**src/common/ocd_pkg.sv**
```systemverilog
// Package for the on-chip oscillator and divider block.
// Assumes a single 10 MHz system clock that models the oscillator itself.
package ocd_pkg;
  // Nominal oscillator rate and the rate of the modelling clock
  localparam int OSC_NOM_HZ = 8000000;
  localparam int OSC_MIN_HZ = 4000000;
  localparam int OSC_MAX_HZ = 10000000;
  localparam int CLK_HZ = 10000000;
  // Divider stages, counted from one
  localparam int DIV_BITS = 19;
  localparam int TAP0_STAGE = 4;
  localparam int TAP1_STAGE = 9;
  localparam int TAP2_STAGE = 14;
  localparam int TAP3_STAGE = 19;
  localparam int NUM_TAPS = 4;
  localparam int SEL_W = 2;
  // Tap selection held until configuration loads one
  localparam logic [SEL_W-1:0] SEL_A_RST = 2'h0;
  localparam logic [SEL_W-1:0] SEL_B_RST = 2'h1;
  // Configuration timing, in oscillator cycles
  localparam int POR_CYCLES = 64;
  localparam int CLEAR_CYCLES = 32;
  localparam int CNT_W = 16;
  // Configuration clock is the oscillator divided by this
  localparam int CFG_DIV = 2;
  typedef enum logic [2:0] {
    OCD_POR, OCD_CLEAR, OCD_LOAD, OCD_USER, OCD_OFF
  } ocd_state_t;
endpackage

```
**src/common/ocd_tap_if.sv**
```systemverilog
// Carries raw divider taps and their resynchronised copies.
// Assumes both ends share the one clock.
`timescale 1ns/10ps
interface ocd_tap_if;
  logic [3:0] raw;
  logic [3:0] sync;
  modport src (output raw, input sync);
  modport dst (input raw, output sync);
endinterface

```
**src/logic/ocd_osc_div.sv**
```systemverilog
// On-chip oscillator with binary divider and configuration timing.
// Assumes clk stands for the oscillator; configuration logic drives cfg_done.
//
// What this block does
// - Oscillator times power-on delay, memory clearing, and clocks master configuration.
// - Nominal 8 MHz; logic tolerates anything from 4 to 10 MHz.
// - After configuration the undivided clock may be offered to user logic.
// - Divider taps at bits four, nine, fourteen, nineteen, each resynchronised.
// - Any two of the four resynchronised taps go out with the primary.
// - Oscillator stops after configuration if the access element is unused.
`timescale 1ns/10ps
module ocd_osc_div
  import ocd_pkg::*;
#(
  parameter int POR_LEN = POR_CYCLES,
  parameter int CLEAR_LEN = CLEAR_CYCLES
) (
  // Clock and reset
  input wire logic clk,
  input wire logic rstn,
  // Configuration side
  input wire logic master_mode,
  input wire logic cfg_done,
  input wire logic access_used,
  input wire logic primary_en_cfg,
  input wire logic [1:0] sel_a_cfg,
  input wire logic [1:0] sel_b_cfg,
  output logic por_done,
  output logic clear_done,
  output logic configuration_clock,
  output logic osc_running,
  // User side
  output logic user_clk_en,
  output logic user_tap_a,
  output logic user_tap_b
);
  ////////////////////////////////////////////////////////////////////////
  // Divider and tap resync
  ocd_tap_if taps ();
  logic [DIV_BITS-1:0] div;
  logic [DIV_BITS-1:0] next_div;
  logic run;

  function automatic logic pick(input logic [3:0] v, input logic [1:0] s);
    pick = v[s];
  endfunction

  always_comb begin
    next_div = run ? div + 1'b1 : div;
  end

  always_ff @(posedge clk) begin
    if (!rstn) div <= '0;
    else div <= next_div;
  end

  // Synchronous binary counter stands in for the ripple chain
  assign taps.raw = {div[TAP3_STAGE-1], div[TAP2_STAGE-1], div[TAP1_STAGE-1],
                     div[TAP0_STAGE-1]};

  ocd_resync u_resync (
    .clk(clk),
    .rstn(rstn),
    .taps(taps)
  );

  ////////////////////////////////////////////////////////////////////////
  // Configuration sequencing
  ocd_state_t state;
  ocd_state_t next_state;
  logic [CNT_W-1:0] cnt;
  logic [CNT_W-1:0] next_cnt;
  logic [1:0] sel_a;
  logic [1:0] sel_b;
  logic [1:0] next_sel_a;
  logic [1:0] next_sel_b;
  logic prim_en;
  logic next_prim_en;
  logic cfg_div;
  logic next_cfg_div;

  // Counts in oscillator cycles, so the real time scales with the 4-10 MHz spread
  always_comb begin
    next_state = state;
    next_cnt = cnt;
    next_sel_a = sel_a;
    next_sel_b = sel_b;
    next_prim_en = prim_en;
    next_cfg_div = 1'b0;
    case (state)
      OCD_POR: begin
        next_cnt = cnt + 1'b1;
        if (cnt == CNT_W'(POR_LEN - 1)) begin
          next_state = OCD_CLEAR;
          next_cnt = '0;
        end
      end
      OCD_CLEAR: begin
        next_cnt = cnt + 1'b1;
        if (cnt == CNT_W'(CLEAR_LEN - 1)) begin
          next_state = OCD_LOAD;
          next_cnt = '0;
        end
      end
      OCD_LOAD: begin
        next_cfg_div = master_mode ? ~cfg_div : 1'b0;
        next_sel_a = sel_a_cfg;
        next_sel_b = sel_b_cfg;
        next_prim_en = primary_en_cfg;
        if (cfg_done) next_state = access_used ? OCD_USER : OCD_OFF;
      end
      OCD_USER: begin
        // Selection frozen here
      end
      default: begin
      end
    endcase
  end

  always_ff @(posedge clk) begin
    if (!rstn) begin
      state <= OCD_POR;
      cnt <= '0;
      sel_a <= SEL_A_RST;
      sel_b <= SEL_B_RST;
      prim_en <= 1'b0;
      cfg_div <= 1'b0;
    end else begin
      state <= next_state;
      cnt <= next_cnt;
      sel_a <= next_sel_a;
      sel_b <= next_sel_b;
      prim_en <= next_prim_en;
      cfg_div <= next_cfg_div;
    end
  end

  assign run = (state != OCD_OFF);

  ////////////////////////////////////////////////////////////////////////
  // Registered outputs
  logic next_por_done;
  logic next_clear_done;
  logic next_user_clk_en;
  logic next_tap_a;
  logic next_tap_b;
  logic next_osc_running;

  always_comb begin
    next_por_done = (next_state != OCD_POR);
    next_clear_done = (next_state == OCD_LOAD) || (next_state == OCD_USER) ||
                      (next_state == OCD_OFF);
    next_user_clk_en = (next_state == OCD_USER) && next_prim_en;
    next_tap_a = (next_state == OCD_USER) && pick(taps.sync, next_sel_a);
    next_tap_b = (next_state == OCD_USER) && pick(taps.sync, next_sel_b);
    next_osc_running = (next_state != OCD_OFF);
  end

  always_ff @(posedge clk) begin
    if (!rstn) begin
      por_done <= 1'b0;
      clear_done <= 1'b0;
      configuration_clock <= 1'b0;
      osc_running <= 1'b1;
      user_clk_en <= 1'b0;
      user_tap_a <= 1'b0;
      user_tap_b <= 1'b0;
    end else begin
      por_done <= next_por_done;
      clear_done <= next_clear_done;
      configuration_clock <= next_cfg_div;
      osc_running <= next_osc_running;
      user_clk_en <= next_user_clk_en;
      user_tap_a <= next_tap_a;
      user_tap_b <= next_tap_b;
    end
  end

  ////////////////////////////////////////////////////////////////////////
  // Checks
  AST_OFF_STOPS: assert property (@(posedge clk) disable iff (!rstn)
    (state == OCD_OFF) |=> $stable(div))
    else $error("divider moved while oscillator off");
  AST_NO_ACCESS_OFF: assert property (@(posedge clk) disable iff (!rstn)
    (state == OCD_LOAD && cfg_done && !access_used) |=> !osc_running)
    else $error("oscillator not stopped");
  AST_POR_TIME: assert property (@(posedge clk) disable iff (!rstn)
    (state == OCD_POR && cnt == CNT_W'(POR_LEN - 1)) |=> state == OCD_CLEAR)
    else $error("power-on delay wrong length");
  AST_CLEAR_TIME: assert property (@(posedge clk) disable iff (!rstn)
    (state == OCD_CLEAR && cnt == CNT_W'(CLEAR_LEN - 1)) |=> state == OCD_LOAD)
    else $error("clearing wrong length");
  AST_CONFIGURATION_CLOCK_TOGGLE: assert property (@(posedge clk) disable iff (!rstn)
    (state == OCD_LOAD && $past(state) == OCD_LOAD && master_mode && $past(master_mode))
    |=> configuration_clock != $past(configuration_clock))
    else $error("configuration clock not toggling");
  AST_CONFIGURATION_CLOCK_IDLE: assert property (@(posedge clk) disable iff (!rstn)
    (state != OCD_LOAD || !master_mode) |=> !configuration_clock)
    else $error("configuration clock active outside master loading");
  AST_SEL_FROZEN: assert property (@(posedge clk) disable iff (!rstn)
    (state == OCD_USER) |=> $stable(sel_a) && $stable(sel_b))
    else $error("tap selection changed in user mode");
  AST_STATE_FINAL: assert property (@(posedge clk) disable iff (!rstn)
    (state == OCD_USER || state == OCD_OFF) |=> state == $past(state))
    else $error("left a final state");
  AST_USER_ONLY: assert property (@(posedge clk) disable iff (!rstn)
    (user_clk_en || user_tap_a || user_tap_b) |-> $past(state) == OCD_USER ||
    state == OCD_USER)
    else $error("user outputs active before configuration");
  AST_CLK_EN: assert property (@(posedge clk) disable iff (!rstn)
    (state == OCD_USER) |=> user_clk_en == $past(prim_en))
    else $error("primary clock enable mismatch");
  AST_TAP_A: assert property (@(posedge clk) disable iff (!rstn)
    (state == OCD_USER && $past(state) == OCD_USER) |=>
    user_tap_a == pick($past(taps.sync), sel_a))
    else $error("tap a mismatch");
  AST_TAP_B: assert property (@(posedge clk) disable iff (!rstn)
    (state == OCD_USER && $past(state) == OCD_USER) |=>
    user_tap_b == pick($past(taps.sync), sel_b))
    else $error("tap b mismatch");
  AST_RESYNC: assert property (@(posedge clk) disable iff (!rstn)
    (run && $past(run, 2)) |-> taps.sync == $past(taps.raw, 2))
    else $error("tap resync latency wrong");
endmodule // ocd_osc_div

```
**src/logic/ocd_resync.sv**
```systemverilog
// Two-stage resynchroniser for the divider taps.
// Assumes taps come from the same clock as the flops here.
`timescale 1ns/10ps
module ocd_resync
  import ocd_pkg::*;
(
  // Clock and reset
  input wire logic clk,
  input wire logic rstn,
  // Taps
  ocd_tap_if.dst taps
);
  logic [NUM_TAPS-1:0] stage1;
  logic [NUM_TAPS-1:0] stage2;
  logic [NUM_TAPS-1:0] next_stage1;
  logic [NUM_TAPS-1:0] next_stage2;

  always_comb begin
    next_stage1 = taps.raw;
    next_stage2 = stage1;
  end

  always_ff @(posedge clk) begin
    if (!rstn) begin
      stage1 <= '0;
      stage2 <= '0;
    end else begin
      stage1 <= next_stage1;
      stage2 <= next_stage2;
    end
  end

  assign taps.sync = stage2;
endmodule // ocd_resync

```
**config.mk**
```make
export PLATFORM = sky130hd
export DESIGN_NAME = ocd_osc_div
export DESIGN_NICKNAME = d
export VERILOG_FILES = /design/src/common/ocd_pkg.sv /design/src/common/ocd_tap_if.sv /design/src/logic/ocd_osc_div.sv /design/src/logic/ocd_resync.sv
export SDC_FILE = /design/constraint.sdc
export NUM_CORES = 1
export LEC_CHECK = 0
export ABC_AREA = 1
export BUFFER_PORTS_ARGS = -buffer_cell sky130_fd_sc_hd__buf_4
export CAP_MARGIN = 20
export CORE_MARGIN = 2
export CORE_UTILIZATION = 64
export CTS_CLUSTER_DIAMETER = 200
export DETAILED_ROUTE_END_ITERATION = 10
export GPL_TIMING_DRIVEN = 0
export PLACE_DENSITY = 0.8
export SLEW_MARGIN = 20
export SYNTH_ARGS = -nofsm -noshare
export SYNTH_HDL_FRONTEND = slang
export SYNTH_SLANG_ARGS = --single-unit
```
**constraint.sdc**
```tcl
create_clock -name clk -period 2.5 [get_ports clk]
set_input_delay 0.25 -clock clk [delete_from_list [all_inputs] [get_ports clk]]
set_output_delay 0.25 -clock clk [all_outputs]
set_load 0.01 [all_outputs]
```
Yosys cells after proc, flatten, opt, wreduce, memory -nomap -nowiden
Index checks and enable logic that the tools add are counted.

cells by class
  add/sub/neg operators = 2
  multipliers = 0
  divide/modulo/power cells = 0
  $lt $le $gt $ge = 2
  equality and inequality tests = 9
  shift operators = 0
  mux-type cells = 15
  bitwise operators = 1
  reduce and logical (&&, ||, !) cells = 9

operators with widths
  operator                                            count
  2-to-1 mux 16 bit                                   2
  one-hot mux 16 bit (2 select lines)                 1
  adder 19 x 1 -> 19 bit, second input constant       1
  adder 16 x 1 -> 16 bit, second input constant       1
  == test 16 x 5 -> 1 bit, second input constant      1
  == test 16 x 6 -> 1 bit, second input constant      1
  2-to-1 mux 3 bit                                    4
  == test 3 x 2 -> 1 bit, second input constant       3
  one-hot mux 3 bit (3 select lines)                  1
  < comparator 2 x 3 -> 1 bit, second input constant  2
  != test 3 bit, second input constant                2
  binary-select mux 1 bit (select 2 bit)              2
  2-to-1 mux 2 bit                                    2
  == test 3 x 1 -> 1 bit, second input constant       1
  == test 3 bit, second input constant                1
  logical AND 1 bit                                   3
  zero test 3 bit                                     1
  2-to-1 mux 1 bit                                    3
  AND reduction 3 bit                                 1
  nonzero test 3 bit                                  1
  logical OR 1 bit                                    2
  nonzero test 2 bit                                  1
  NOT 1 bit                                           1

word-level totals
  register bits after elaboration = 58
  latch bits = 0
  memory bits (writable) = 0
  bits in read-only memories = 0
  input bits = 10
  output and inout bits = 7
  logic and storage cells = 53
  memories = 0

Longest topological paths before layout
  word-level depth = 6
  gate-level depth with buffers = 11
  gate-level depth less buffers = 11

Hierarchy
From an unflattened synthesis, not the netlist that was laid out.

second synthesis, totals
  cell total of the unflattened synthesis = 418
  area, all modules = 2835.2 um2

by module, submodules not included
  module       instances  cells each  area each (um2)  sequential area each (um2)
  ocd_osc_div  1          393         2610.0           1001.0
  ocd_resync   1          25          225.2            160.2

Worst setup path after synthesis
OpenSTA, ideal clock, no wires.

  path type = register to register
  from = register cnt[0]
  to = register cnt[12]
  library setup time = 116 ps
  arrival time = 1254 ps
  data required time = 2384 ps
  path slack = 1131 ps
  cell stages (with the launch flop) = 8
  path buffers = 0
  clock period less this slack = 1369 ps
  path through = dfxtp_1 -> ha_1 -> nand2_2 -> nor2_2 -> nand3_2 -> nor2_2 -> nand4_1 -> and3_1

between the ends
  longest elaborated chain between the ends = 3
  elaborated cells between the ends (all ways) = 6
  classes of those cells = add/sub: 1; eq/ne: 2; mux: 3

RTL lines
  what                                                  RTL line                               text
  start: declaration                                    ocd_osc_div.sv:71                      logic [CNT_W-1:0] cnt;
  start signal: assignment                              ocd_osc_div.sv:130                     cnt <= next_cnt;
  adder 16 x 1 -> 16 bit, or another cell as far along  ocd_osc_div.sv:92, ocd_osc_div.sv:99
  2-to-1 mux 16 bit (on tied branches)                  ocd_osc_div.sv:100, ocd_osc_div.sv:93
  one-hot mux 16 bit (2 select lines) *                 ocd_osc_div.sv:90                      case (state)

Every way passes the cells marked *; elsewhere a longest branch is shown, timed or not.
A chain may end at the register's enable or synchronous reset.

Worst setup path after layout
  from = register cnt[0]
  to = register cnt[1]

The elaborated chain is that of the path after synthesis.

==> results <==
- After detailed routing, the total wire length is 5.73 mm.
- The CTS buffer count is 9.
- The worst setup slack before clock tree synthesis is 870 ps.
- The global placement routability congestion is 0.847.
- The power per cell area is 581 nW/um2.
- The number of nets in the synthesized netlist is 413.
- For the pin with the worst max-slew slack, the measured transition is 558 ps.
- VDD sags by at most 0.394 mV.
- The final hold violation count is 0.
- Setup violations remaining at the end of the flow were counted as 0.
- Summed over all nets, the half-perimeter wirelength after detailed placement is 4.20 mm.
- For this design the static power due to leakage is 0.00128 uW.
- Once routing completed, OpenROAD measured the worst setup slack at 825 ps.
- In the synthesized netlist, the number of instances is 401.
- The number of iterations in the first detailed-routing pass is 4.
- The type of the tightest min-delay check is primary input to flop.
- Yosys attributes the largest share of cell area to dfxtp_1 (42%), nand2_1 (14%), nor2_1 (8.7%), inv_1 (5.1%), nand3_1 (5.0%).
- The worst hold path cell count is 3.
- After synthesis, the mean cell area works out to 6.97 um2.
- The violation count after the first detailed-route iteration is 141.
- After clock tree synthesis, the setup repair step added 0 buffers.
- The fraction of final layout cells with drive strength greater than 1 is 14.6%.
- The async set or reset register ratio after synthesis is 0%.
- In the final routed layout, each cell accounts on average for 11.8 um.
- Leaving out fill and tap cells, the most frequent cell in the layout is nand2_1.
- Setup repair after global routing left no endpoint under its margin.
- The category of the worst setup path launch point is a flop.
- The netlist area before placement is 2800 um2.
- The first global-routing pass estimated 9.98 mm of wire.
- The routed via count is 2537.
- The setup skew after layout is 3.84 ps.
- The relative max-transition margin is 62.8%.
- The top-level I/O count is 17.
- The number of remaining DRC errors is 0.
- After floorplanning, the core was sized to cover 4290 um2.
- In the routed layout, each cell is associated on average with a via count of 5.24.
- STA classifies the critical path endpoint as a flop.
- Compared with the post-synthesis result, the final layout area differs by 13.3%.
- Fill cells in the final layout number 365.
- Across all hold checks on the routed design, the worst slack comes to 143 ps.
- The source-to-sink clock delay at the later pin of the worst-skew pair is 340 ps.
- In the final layout, the multi-input gates occupy 1410 um2.
- For the worst setup path, the data required time is 2730 ps.
- The clock net in this run drives a total of 58 sinks.
- The worst setup path is of the flop to flop kind.
- The overall track demand over capacity in global routing is 25.8%.
- The final number of max-transition violations was 0.
- The number of cells upsized or downsized after cts is 0.
- After clock tree synthesis, the clock-pin slew on the worst setup and hold paths is 70 ps.
- Measured along the y axis, the die boundary spans 70.1 um.
- For this configuration, the core starts out at a cell density of 65.1%.
- The antenna diode count is 0.
- The worst register-to-register path ends at cnt[1].
- In this run the most critical hold path is launched from master_mode.
- The area fraction of the dominant cell type after synthesis is 41.5%.
- The deepest level of the CTS H-tree is 3.
- The sequential cell area fraction in the yosys report is 41.5%.
- The dominant synthesized flop cell is dfxtp_1.
- The instance area after placement is 2970 um2.
- The clock tree from TritonCTS is yes.
- After global routing the overflow that remains totals 0.
- Entering global routing, the biggest net connects 12 pins.
- The path with the worst hold slack has its endpoint at configuration_clock.
- The critical register-to-register path startpoint is cnt[0].
- The number of synthesis warnings is 0.
- Timing would allow up to 597 MHz.
- Synthesis inferred 58 register bits.
- Summing all non-filler instances in the final layout gives an area of 3170 um2.
- The sequential cell area is 1160 um2.
- The synthesized design contains 0 enable-type register cells.
- The die is 70.1 um wide.
- The routed design could run at a clock period as short as 1670 ps.
- The number of global-route vias before repair is 2328.
- The tree is rooted in a clkbuf_8.
- The floorplan has 24 rows.
- The final-layout setup total negative slack is 0 ps.
- The number of cells on the worst reg-to-reg path is 8.
- For flop-to-flop paths, the worst setup slack is 830 ps.
- The library cell occupying the most area in the post-synthesis netlist is dfxtp_1.
- The arrival time at the worst endpoint is 1910 ps.
- The number of antenna violations at the first check in global routing is 0.
- The hold buffer count at cts is 0.
- The flow ran to the end, and the final reports show no timing, DRC or antenna violations.
- The count of nets left with antenna violations once routing finished came out at 0.
- For this run, the post-layout net count is 439.
- The ratio of final minimum period to clock period is 67.0%.
- Across the run, the number of max-cap violations was 0.
- The number of different library cells in the post-synthesis netlist is 32.
- During placement, the flow inserted port buffers numbering 15.
- In this run the worst path has a maximum fanout of 5.
- The floorplan die area is 4910 um2.
- In the layout the commonest cells are nand2_1 (106), nor2_1 (65), dfxtp_1 (58).
- The share of the core filled with cells in the final layout is 73.8%.
- The longest clock path from root to sink contains 2 buffers.
area by class of cell:
| class | count | area share (%) |
|---|---|---|
| plain buffers | 8 | 1.70 |
| clock buffers | 9 | 3.91 |
| clock inverters | 7 | 2.21 |
| inverters | 45 | 5.33 |
| multi-input cells | 290 | 44.6 |
| flip-flops and latches | 58 | 36.7 |
| well taps | 52 | 2.05 |
| repair buffers | 15 | 3.55 |
layer usage:
metal,up-vias,part of all wire [%],global-route usage [%]
met5,-,0,0
met1,1153,47,32.2
met2,47,46,42.0
met4,0,2.7,14.3
met3,12,4.3,4.47
li1,1325,-,-
logic make-up after synthesis:
kind of cell    Yosys count  share of synthesized area, %
simple gates            240                          38.8
flops                    58                          41.5
buf+inv                  53                          7.96
compound gates           35                          6.71
xor+xnor                 12                          3.76
fa+ha+maj                 2                         0.895
mux                       1                         0.358
worst max path at each step:
stage	startpoint	to	cells after the start
after floorplan	cnt[0]	cnt[12]	7
after global placement	div[0]	div[18]	8
after detailed placement	div[0]	div[18]	8
after CTS	div[0]	div[18]	8
after global routing	cnt[0]	cnt[3]	8
final	cnt[0]	cnt[1]	8
through the flow:
stage / cells / total power (uW)
final: 484 / 1840
after floorplan: 401 / 992
after detailed placement: 468 / 1010
after global routing: 484 / 1890
after CTS: 484 / 1850
after global placement: 468 / 1010
sequential cells by signal (all words and copies together) (netlist names):
name                  flops
div                      19
cnt                      16
u_resync.next_stage2      4
u_resync.taps.sync        4
state                     3
sel_a                     2
sel_b                     2
clear_done                1
configuration_clock       1
osc_running               1
por_done                  1
prim_en                   1
user_clk_en               1
user_tap_a                1
user_tap_b                1
report_power, final:
part,switching (uW),internal [uW],leakage [uW]
clock network,391,457,0.0000990
logic,30.8,21.0,0.000708
registers,8.58,932,0.000468
worst max-delay path, stage by stage, from the launching register on:
cell,delay (ps)
dfxtp_1,400
ha_1,230
nand3_1,90
nor2_1,230
nand3_1,110
o21ai_0,210
nand2_1,70
nand2_1,160
nor2_1,60
Yosys cell counts, types with 4 or more instances:
| cell | number |
|---|---|
| a21oi_1 | 17 |
| dfxtp_1 | 58 |
| inv_1 | 38 |
| inv_2 | 6 |
| nand2_1 | 106 |
| nand2_2 | 4 |
| nand3_1 | 28 |
| nand3_2 | 4 |
| nand3b_1 | 5 |
| nand4_1 | 7 |
| nor2_1 | 65 |
| nor2_2 | 6 |
| nor3_1 | 6 |
| o21ai_0 | 13 |
| xnor2_1 | 5 |
| xor2_1 | 7 |
Note: power is estimated with default switching activity, not from simulation.
